===== src/common/sps_map.svh =====
// Purpose: Register offsets, field positions, codes and reset values
// Assumes: APB byte addresses, 32-bit data, 16-bit words in the low half
// Notes:   Definitions only
`ifndef SPS_MAP_SVH
`define SPS_MAP_SVH
// Register byte offsets
`define SPS_OFS_TIMING     12'h000
`define SPS_OFS_FRAMING    12'h004
`define SPS_OFS_HANDSHAKE  12'h008
`define SPS_OFS_BUFPTR     12'h00C
`define SPS_OFS_ACT_TIMING 12'h010
`define SPS_OFS_ACT_FRAME  12'h014
`define SPS_OFS_IRQ_STS    12'h018
`define SPS_OFS_IRQ_MASK   12'h01C
// Handshake codes
`define SPS_CODE_REQUEST   16'h0500
`define SPS_CODE_ACCEPT    16'h0A00
`define SPS_CODE_ERROR     16'h0E00
// Protocol one-hot codes
`define SPS_PROT_PROG      5'h10
`define SPS_PROT_NET       5'h08
`define SPS_PROT_MODBUS    5'h04
`define SPS_PROT_ASCII     5'h02
// Timing word field positions (low bit)
`define SPS_W1_ON_LSB      12
`define SPS_W1_TMO_LSB     8
`define SPS_W1_PROT_LSB    3
`define SPS_W1_OFF_LSB     0
// Framing word field positions (low bit)
`define SPS_W2_PAR_LSB     14
`define SPS_W2_STOP_BIT    13
`define SPS_W2_ZERO_BIT    12
`define SPS_W2_ECHO_BIT    11
`define SPS_W2_BAUD_LSB    8
`define SPS_W2_FMT_BIT     7
// Address limits and flow-control prefix
`define SPS_ADDR_MAX_NET   8'd90
`define SPS_ADDR_MAX_MB    8'd247
`define SPS_FLOW_PREFIX    6'h1C
// Reset values: auto-detect, x1, 0 ms delays, odd, 19200, station 1
`define SPS_RST_TIMING     16'h0000
`define SPS_RST_FRAMING    16'h8601
`define SPS_RST_BUFPTR     16'h0000
// Base timeout in ms
`define SPS_BASE_TMO_MS    16'd800
`endif


===== src/common/sps_pkg.sv =====
// Purpose: Types of the serial port setup register block
// Assumes: Constants come from sps_map.svh
// Notes:   State encoding is Gray along idle, check, apply
package sps_pkg;
    // Handshake sequencer states
    typedef enum logic [1:0] {
        SPS_IDLE  = 2'b00,
        SPS_CHECK = 2'b01,
        SPS_APPLY = 2'b11
    } sps_state_e;
    // All state of the block
    typedef struct packed {
        logic [15:0] w1;
        logic [15:0] w2;
        logic [15:0] hs;
        logic [15:0] bufp;
        logic [15:0] act_w1;
        logic [15:0] act_w2;
        logic [15:0] act_buf;
        logic        autodetect;
        sps_state_e  st;
        logic        ok;
        logic [1:0]  sts;
        logic [1:0]  msk;
        logic [31:0] prdata;
        logic        pready;
        logic        pslverr;
        logic        irq;
        logic [4:0]  prot;
        logic [9:0]  on_ms;
        logic [9:0]  off_ms;
        logic [12:0] pct;
        logic [15:0] tmo_ms;
        logic [1:0]  par;
        logic        stop2;
        logic        echo;
        logic [15:0] baud;
        logic [7:0]  station;
        logic        fmt;
        logic [1:0]  flow;
    } sps_state_s;
endpackage


===== src/core/sps_setup_regs.sv =====
// Purpose: Secondary serial port setup words with validating handshake
// Assumes: APB3 slave, single clock, inputs synchronous to pclk
// Notes:   Decoded active settings leave on ports for the serial engine
//
// The address map and the APB slave port are this design's own decisions.
`timescale 1ns/100ps
`include "sps_map.svh"
module sps_setup_regs (
    input  wire logic        pclk,
    input  wire logic        presetn,
    input  wire logic        psel,
    input  wire logic        penable,
    input  wire logic        pwrite,
    input  wire logic [11:0] paddr,
    input  wire logic [31:0] pwdata,
    output logic      [31:0] prdata,
    output logic             pready,
    output logic             pslverr,
    output logic             irq,
    output logic             autodetect,
    output logic      [4:0]  protocol_sel,
    output logic      [9:0]  rts_on_delay_ms,
    output logic      [9:0]  rts_off_delay_ms,
    output logic      [12:0] timeout_pct,
    output logic      [15:0] timeout_ms,
    output logic      [1:0]  parity_code,
    output logic             two_stop_bits,
    output logic             echo_suppress,
    output logic      [15:0] baud_rate,
    output logic      [7:0]  station_addr,
    output logic             ascii_format,
    output logic      [1:0]  flow_ctrl,
    output logic      [15:0] ascii_buffer_addr
);
    import sps_pkg::*;

    sps_state_s r;      // Registered state
    sps_state_s n;      // Next state

    // RTS delay code to milliseconds
    function automatic logic [9:0] dly_ms(input logic [2:0] c);
        case (c)
            3'h0:    dly_ms = 10'd0;
            3'h1:    dly_ms = 10'd2;
            3'h2:    dly_ms = 10'd5;
            3'h3:    dly_ms = 10'd10;
            3'h4:    dly_ms = 10'd20;
            3'h5:    dly_ms = 10'd50;
            3'h6:    dly_ms = 10'd100;
            default: dly_ms = 10'd500;
        endcase
    endfunction

    // Timeout code to percent of base
    function automatic logic [12:0] tmo_pct(input logic [2:0] c);
        case (c)
            3'h0:    tmo_pct = 13'd100;
            3'h1:    tmo_pct = 13'd120;
            3'h2:    tmo_pct = 13'd150;
            3'h3:    tmo_pct = 13'd200;
            3'h4:    tmo_pct = 13'd500;
            3'h5:    tmo_pct = 13'd1000;
            3'h6:    tmo_pct = 13'd2000;
            default: tmo_pct = 13'd5000;
        endcase
    endfunction

    // Baud code to bit rate
    function automatic logic [15:0] baud_of(input logic [2:0] c);
        case (c)
            3'h0:    baud_of = 16'd300;
            3'h1:    baud_of = 16'd600;
            3'h2:    baud_of = 16'd1200;
            3'h3:    baud_of = 16'd2400;
            3'h4:    baud_of = 16'd4800;
            3'h5:    baud_of = 16'd9600;
            3'h6:    baud_of = 16'd19200;
            default: baud_of = 16'd38400;
        endcase
    endfunction

    // Validity of a word pair
    function automatic logic words_ok(input logic [15:0] a, input logic [15:0] b);
        logic [4:0] p;
        logic [7:0] s;
        logic       good;
        p    = a[`SPS_W1_PROT_LSB +: 5];
        s    = b[7:0];
        good = !a[15] && !a[11] && !b[`SPS_W2_ZERO_BIT]
            && (b[`SPS_W2_PAR_LSB +: 2] != 2'h1);
        case (p)
            `SPS_PROT_PROG:   good = good && s != 8'h00
                                     && s <= `SPS_ADDR_MAX_NET;
            `SPS_PROT_NET:    good = good && s[6:0] != 7'h00
                                     && {1'b0, s[6:0]} <= `SPS_ADDR_MAX_NET;
            `SPS_PROT_MODBUS: good = good && s != 8'h00
                                     && s <= `SPS_ADDR_MAX_MB;
            `SPS_PROT_ASCII:  good = good && s[7:2] == `SPS_FLOW_PREFIX;
            default:          good = 1'b0;
        endcase
        // Two-wire echo suppression only for MODBUS or ASCII
        if (b[`SPS_W2_ECHO_BIT] && (p == `SPS_PROT_PROG || p == `SPS_PROT_NET)) begin
            good = 1'b0;
        end
        words_ok = good;
    endfunction

    logic        acc;       // APB access phase, answer pending
    logic        fin;       // APB completing edge
    logic        wr;        // Write completes now
    logic        rd;        // Read completes now
    logic        mapped;    // Address decodes
    logic [15:0] rval;      // Read mux
    logic        req;       // Request code written
    logic [1:0]  ev;        // Accepted, error events

    // Next state of everything
    always_comb begin
        n      = r;
        acc    = psel && penable && !r.pready;
        fin    = psel && penable && r.pready;
        wr     = fin && pwrite && !r.pslverr;
        rd     = fin && !pwrite && !r.pslverr;
        req    = wr && paddr == `SPS_OFS_HANDSHAKE
              && pwdata[15:0] == `SPS_CODE_REQUEST;
        ev     = 2'b00;
        mapped = 1'b1;
        rval   = 16'h0000;
        // Read mux and decode
        case (paddr)
            `SPS_OFS_TIMING:     rval = r.w1;
            `SPS_OFS_FRAMING:    rval = r.w2;
            `SPS_OFS_HANDSHAKE:  rval = r.hs;
            `SPS_OFS_BUFPTR:     rval = r.bufp;
            `SPS_OFS_ACT_TIMING: rval = r.act_w1;
            `SPS_OFS_ACT_FRAME:  rval = r.act_w2;
            `SPS_OFS_IRQ_STS:    rval = {14'h0000, r.sts};
            `SPS_OFS_IRQ_MASK:   rval = {14'h0000, r.msk};
            default:             mapped = 1'b0;
        endcase
        // Answer one cycle into the access phase
        n.pready = acc;
        if (acc) begin
            n.prdata  = {16'h0000, rval};
            n.pslverr = !mapped;
        end else if (fin) begin
            n.pslverr = 1'b0;
        end
        // Register writes on the completing edge
        if (wr) begin
            case (paddr)
                `SPS_OFS_TIMING:    n.w1   = pwdata[15:0];
                `SPS_OFS_FRAMING:   n.w2   = pwdata[15:0];
                `SPS_OFS_HANDSHAKE: n.hs   = pwdata[15:0];
                `SPS_OFS_BUFPTR:    n.bufp = pwdata[15:0];
                `SPS_OFS_IRQ_MASK:  n.msk  = pwdata[1:0];
                default:            n.msk  = n.msk;
            endcase
        end
        // Handshake sequencer
        case (r.st)
            SPS_IDLE: begin
                if (req) begin
                    n.st = SPS_CHECK;
                end
            end
            SPS_CHECK: begin
                n.ok = words_ok(r.w1, r.w2);
                n.st = SPS_APPLY;
            end
            SPS_APPLY: begin
                n.st = SPS_IDLE;
                if (r.ok) begin
                    n.hs         = `SPS_CODE_ACCEPT;
                    n.act_w1     = r.w1;
                    n.act_w2     = r.w2;
                    n.autodetect = 1'b0;
                    ev           = 2'b01;
                    if (r.w1[`SPS_W1_PROT_LSB +: 5] == `SPS_PROT_ASCII) begin
                        n.act_buf = r.bufp;
                    end
                end else begin
                    n.hs = `SPS_CODE_ERROR;
                    ev   = 2'b10;
                end
            end
            default: n.st = SPS_IDLE;
        endcase
        // Sticky events, read clears, set wins
        n.sts = ((rd && paddr == `SPS_OFS_IRQ_STS) ? 2'b00 : r.sts) | ev;
        n.irq = |(n.sts & n.msk);
        // Decoded active settings
        n.prot    = r.autodetect ? 5'h00 : r.act_w1[`SPS_W1_PROT_LSB +: 5];
        n.on_ms   = dly_ms(r.act_w1[`SPS_W1_ON_LSB +: 3]);
        n.off_ms  = dly_ms(r.act_w1[`SPS_W1_OFF_LSB +: 3]);
        n.pct     = tmo_pct(r.act_w1[`SPS_W1_TMO_LSB +: 3]);
        n.tmo_ms  = 16'((32'(r.pct) * 32'(`SPS_BASE_TMO_MS)) / 32'd100);
        n.par     = r.act_w2[`SPS_W2_PAR_LSB +: 2];
        n.stop2   = r.act_w2[`SPS_W2_STOP_BIT];
        n.echo    = r.act_w2[`SPS_W2_ECHO_BIT];
        n.baud    = baud_of(r.act_w2[`SPS_W2_BAUD_LSB +: 3]);
        n.fmt     = 1'b0;
        n.flow    = 2'h0;
        n.station = r.act_w2[7:0];
        if (n.prot == `SPS_PROT_NET) begin
            n.fmt     = r.act_w2[`SPS_W2_FMT_BIT];
            n.station = {1'b0, r.act_w2[6:0]};
        end else if (n.prot == `SPS_PROT_ASCII) begin
            n.flow    = r.act_w2[1:0];
            n.station = 8'h00;
        end
    end

    // State register
    always_ff @(posedge pclk or negedge presetn) begin
        if (!presetn) begin
            r            <= '0;
            r.w1         <= `SPS_RST_TIMING;
            r.w2         <= `SPS_RST_FRAMING;
            r.bufp       <= `SPS_RST_BUFPTR;
            r.act_w1     <= `SPS_RST_TIMING;
            r.act_w2     <= `SPS_RST_FRAMING;
            r.act_buf    <= `SPS_RST_BUFPTR;
            r.autodetect <= 1'b1;
            r.st         <= SPS_IDLE;
            r.pct        <= 13'd100;
            r.tmo_ms     <= `SPS_BASE_TMO_MS;
            r.par        <= 2'h2;
            r.baud       <= 16'd19200;
            r.station    <= 8'h01;
        end else begin
            r <= n;
        end
    end

    // Ports straight from flops
    assign prdata            = r.prdata;
    assign pready            = r.pready;
    assign pslverr           = r.pslverr;
    assign irq               = r.irq;
    assign autodetect        = r.autodetect;
    assign protocol_sel      = r.prot;
    assign rts_on_delay_ms   = r.on_ms;
    assign rts_off_delay_ms  = r.off_ms;
    assign timeout_pct       = r.pct;
    assign timeout_ms        = r.tmo_ms;
    assign parity_code       = r.par;
    assign two_stop_bits     = r.stop2;
    assign echo_suppress     = r.echo;
    assign baud_rate         = r.baud;
    assign station_addr      = r.station;
    assign ascii_format      = r.fmt;
    assign flow_ctrl         = r.flow;
    assign ascii_buffer_addr = r.act_buf;
endmodule


===== config.mk =====
export PLATFORM = sky130hd
export DESIGN_NAME = sps_setup_regs
export DESIGN_NICKNAME = d
export VERILOG_FILES = /design/src/common/sps_pkg.sv /design/src/core/sps_setup_regs.sv
export VERILOG_INCLUDE_DIRS = /design/src /design/src/common
export SDC_FILE = /design/constraint.sdc
export NUM_CORES = 1
export LEC_CHECK = 0
export BUFFER_PORTS_ARGS = -buffer_cell sky130_fd_sc_hd__buf_4
export CORE_ASPECT_RATIO = 1.5
export CORE_UTILIZATION = 60
export CTS_CLUSTER_DIAMETER = 50
export CTS_CLUSTER_SIZE = 8
export DETAILED_ROUTE_END_ITERATION = 16
export GPL_ROUTABILITY_DRIVEN = 0
export GPL_TIMING_DRIVEN = 0
export PLACE_DENSITY_LB_ADDON = 0.05
export SYNTH_ARGS = -nofsm -noshare
export SYNTH_HDL_FRONTEND = slang
export SYNTH_SLANG_ARGS = --single-unit

===== constraint.sdc =====
create_clock -name pclk -period 19 [get_ports pclk]
set_input_delay 2.85 -clock pclk [delete_from_list [all_inputs] [get_ports pclk]]
set_output_delay 2.85 -clock pclk [all_outputs]
set_load 0.01 [all_outputs]

---- Yosys cells after proc, flatten, opt, wreduce, memory -nomap -nowiden ----
Cells that the tools add are included.
storage, ports and cells
  register bits after elaboration ......... 224
operators by class
  multipliers ............................. 1
  divide/modulo/power cells ............... 1
  $lt $le $gt $ge ......................... 3
  eq/ne operators ......................... 43
  mux-type cells .......................... 28
  bitwise logic cells ..................... 2
  reductions and logical operators ........ 47
operators by type and width
  operator               number
  $pmux 16 s8            1
  $pmux 9 s7             2
  $pmux 16 s7            1
  $pmux 13 s7            1
  $eq 12x5->1 const B    4
  $mux 16                3
  $eq 3x3->1 const B     12
  $div 23x7->32 const B  1
  $mux 32                1
  $eq 12x4->1 const B    2
  $eq 3x2->1 const B     8
  $logic_and 1x1->1      20
  $mul 13x5->18 const B  1
  $eq 16x11->1 const B   1
  $mux 2                 8
  $mux 8                 2
  $eq 12x3->1 const B    1
  $eq 3x1->1 const B     4
  $logic_not 12->1       1
  $logic_not 3->1        4
  $mux 11                1
  $eq 5x2->1 const B     2
  $eq 5x4->1 const B     2
  $reduce_and 2->1       5
  25 further kinds       37

---- Longest topological paths before layout ----
  depth after elaboration ................. 9
  gate-level depth with buffers ........... 66
  depth with buffers taken out ............ 58

---- Least setup slack after synthesis ----
Ideal clock, no wire load.
  kind .................................... reg2reg
  start point ............................. register r (netlist bit timeout_pct[2])
  end point ............................... register r (netlist bit timeout_ms[0])
  setup time .............................. 0.140 ns
  arrival time ............................ 13.670 ns
  setup slack ............................. 5.190 ns
  stages on the path, launching flop included .. 60
  buffers on the path ..................... 6
  cell sequence ........................... dfstp_2 buf_2 inv_1 ha_1 ha_1 ha_1 inv_1 fa_1 nand2b_1 a21oi_1 xor2_1 or4_1 buf_2 or3_1 a211oi_2 or3_1 o21bai_2 a31oi_1 (+24 left out) inv_1 ha_1 o21ai_2 o21a_4 mux2i_1 inv_1 ha_1 clkbuf_1 nor2_1 nand4_1 a2bb2oi_1 a221o_1 nor2b_4 or3b_1 a311o_1 or4b_4 mux2i_1 o2111ai_1
RTL lines
  element                 line                   text
  start, declared         sps_setup_regs.sv:37   sps_state_s r;
  start signal, assigned  sps_setup_regs.sv:232  r <= n;

==> impl_metrics.yaml <==
power_and_ir_drop:
  vdd_drop_max_mv: 0.0659
  leakage_nw: 8.46
  powerDensity_mw_per_mm2: 61.0
detailed_routing:
  vias_per_cell: 6.19
  wl_per_cell_um: 19.2
  drtAntennaViolNets: 0
  route.detailed.drc: 0
  wl_um: 41600
  dr.pass1.iters: 6
  initialDrtViolationCount: 998
  vias: 13451
grt:
  grt_max_degree: 122
  grt-ovfl-total: 0
  grt_usage: 0.318
  first_global_vias: 13130
  antenna_found_initial: 0
  grt_pass1_wl_um: 66600
yosys:
  synth_top_family_by_area: "compound AO/OA/AOI/OAI gates"
  mappedNetlistArea_mm2: 0.0155
  synth.avg_cell_area_um2: 9.59
  ys_top_cells_by_area: "dfrtp_1, mux2_2, buf_4"
  synthMuxAreaShare: 0.0882
  synth_top_flop_cell: "dfrtp_1"
  yosysWarnings: 0
  synth.most_common_cell: "dfrtp_1"
  synth-edff-count: 0
  ys_top_cells_by_count: "dfrtp_1, nand2_1, buf_4"
  async_flop_share: 1.00
  yosys.area_share.adder: 0.0463
  synth_top_area_cell: "dfrtp_1"
  synth_cells: 1612
  synth_compound_area_frac: 0.217
  ys_ff_latch: 216
  synth.top_cell.area_share: 0.316
  synth-simple-area-share: 0.167
  yosys.area_share.xor_xnor: 0.0296
  synth_seq_area_share: 0.351
  ys_types: 138
final_layout:
  fillCellCount: 1971
  antenna_cells: 0
  final_area_mm2: 0.0182
  drive_gt1_frac: 0.299
  final_cells: 2172
  area_growth_pct: 17.5
  fin_nets: 1918
sta:
  skew_ns: 0.0241
  worst_hold_slack_ns: 0.393
  rsz0062_at_grt: "false"
  worst_pin_slew_ns: 1.11
  slew_viol_final: 0
  period_share: 0.861
  fin_tns_setup_ns: 0
  timing.final.crit_period_ns: 16.36
  setup_viol: 0
  slew_headroom: 0.253
  clock.fmax_ghz: 0.0611
  hold_viol_final: 0
placement:
  dpl_cell_area_mm2: 0.0171
  dp_cells: 2108
  port_buffers: 146
  dpl.hpwl_um: 31200
critical_path:
  worstPathRequired_ns: 19.36
  crit_path_max_fanout: 10
  endpoint_kind: "register"
  slowest_delay_ns: 0.75
  cp-start-kind: "register"
  cp_slowest_cell: "a2111oi_1"
  cp_common_cell: "ha_1"
  worst-setup-path-type: "register to register"
  worstPathArrival_ns: 16.72
floorplanning:
  rows: 71
  die_area_mm2: 0.0264
  die_w_um: 133
  start_util: 0.612
  core-area_mm2: 0.0252
  io_pins: 186
  die-height_um: 199
clocking:
  cts_buffer_depth: 3
  cts-root-buf: "clkbuf_16"
  htreeDepth: 2
  clkSinkCount: 216
  cts_buffers: 35
  ctsHoldBuffers: 0
  cts_setup_buffers: 0
  path_clk_slew_ns: 0.05
  insertion_delay_ns: 0.52
  cts_tree: "done"
  post_cts_resize_count: 0
run:
  maxCapViolCount: 0
run_status:
  status: "complete, no violations"
hold_path:
  hold_class: "register to register"
## registers in the layout, indices dropped and copies added, names as in the netlist, 2 cells and up
signal             cells
station_addr           8
protocol_sel           5
timeout_pct           11
ascii_buffer_addr     16
r                     99
timeout_ms            16
parity_code            2
prdata                16
flow_ctrl              2
rts_on_delay_ms        8
n                      4
baud_rate             14
rts_off_delay_ms       8
## per-layer routing
| layer | wire length [um] | global-route usage | vias up |
|---|---|---|---|
| met5 | 0 | 0 | - |
| met4 | 2150 | 0.181 | 0 |
| met3 | 2250 | 0.0382 | 143 |
| met2 | 22300 | 0.596 | 548 |
| met1 | 15000 | 0.342 | 6494 |
| li1 | - | - | 6266 |
## metrics by stage
step	total power [W]	utilization	setup slack, ns
floorplan	0.000499	-	5.19
global placement	0.000528	0.675	3.30
detailed placement	0.000529	0.677	3.01
CTS	0.00112	0.720	2.97
global route	0.00114	0.720	1.62
finish	0.00111	0.720	2.64
## critical path: cells and delay by family, from the launching register on
family | cells | cell delay [ns]
AO/OA/AOI/OAI | 23 | 6.86
AND/OR/NAND/NOR | 13 | 3.53
adder cells (fa/ha/maj) | 7 | 2.19
XOR/XNOR | 5 | 1.45
buffers and inverters | 7 | 1.37
flip-flops | 1 | 0.59
multiplexers | 1 | 0.21
## where the power goes
group	leakage, nW	total [W]	internal (W)	switching (W)
logic	5.08	0.0000520	0.0000240	0.0000280
registers	2.87	0.000470	0.000466	0.00000360
clock network	0.510	0.000586	0.000371	0.000216
## cell usage in the layout (no fill, tap or decap), types with 15 or more instances in the layout
cell type and instances:
buf_4 282, dfrtp_1 195, nand2_1 148, mux2_2 96, nor2_1 84, clkbuf_1 69, a21oi_1 65, ha_1 46
o21ai_0 45, inv_1 44, nand3_1 41, nor3_1 39, clkbuf_16 36, and2_1 31, xnor2_1 29, conb_1 22
dfstp_2 21, nand4_1 20, o211ai_1 19, o21a_1 19, a31oi_1 19, and3_1 18, mux2i_1 18, o21ai_1 17
nand2b_1 16, o31ai_1 15, nor2b_1 15, a22o_1 15
## worst paths after layout
check / start / to / slack, ns / cells past startpoint
hold / removal: n[30] / parity_code[1] / 0.39 / 0
hold reg to reg: n[30] / parity_code[1] / 0.39 / 0
setup reg to reg: timeout_pct[2] / timeout_ms[0] / 2.64 / 56
max in group asynchronous: presetn / rts_on_delay_ms[0] / 15.54 / 2
setup / recovery: timeout_pct[2] / timeout_ms[0] / 2.64 / 56
min in group asynchronous: presetn / timeout_ms[12] / 2.34 / 1
## logic make-up (layout without fill, tap and decap cells)
| logic type | count (synthesis) | count (layout) |
|---|---|---|
| AND/OR/NAND/NOR | 491 | 491 |
| AO/OA/AOI/OAI | 428 | 428 |
| XOR/XNOR | 48 | 48 |
| flip-flops | 216 | 216 |
| adder cells (fa/ha/maj) | 54 | 54 |
| other | 1 | 22 |
| buffers and inverters | 253 | 464 |
| multiplexers | 121 | 121 |
## layout make-up
| type | count | area [um^2] | share of cell area |
|---|---|---|---|
| Multi-Input combinational cell | 1164 | 8560 | 0.471 |
| Sequential cell | 216 | 5430 | 0.299 |
| Buffer | 205 | 1370 | 0.0753 |
| Timing Repair Buffer | 147 | 1130 | 0.0623 |
| Clock buffer | 58 | 993 | 0.0547 |
| Tap cell | 328 | 410 | 0.0226 |
| Inverter | 48 | 183 | 0.0101 |
| Clock inverter | 6 | 80.1 | 0.00441 |
(Power assumes the default switching activity.)
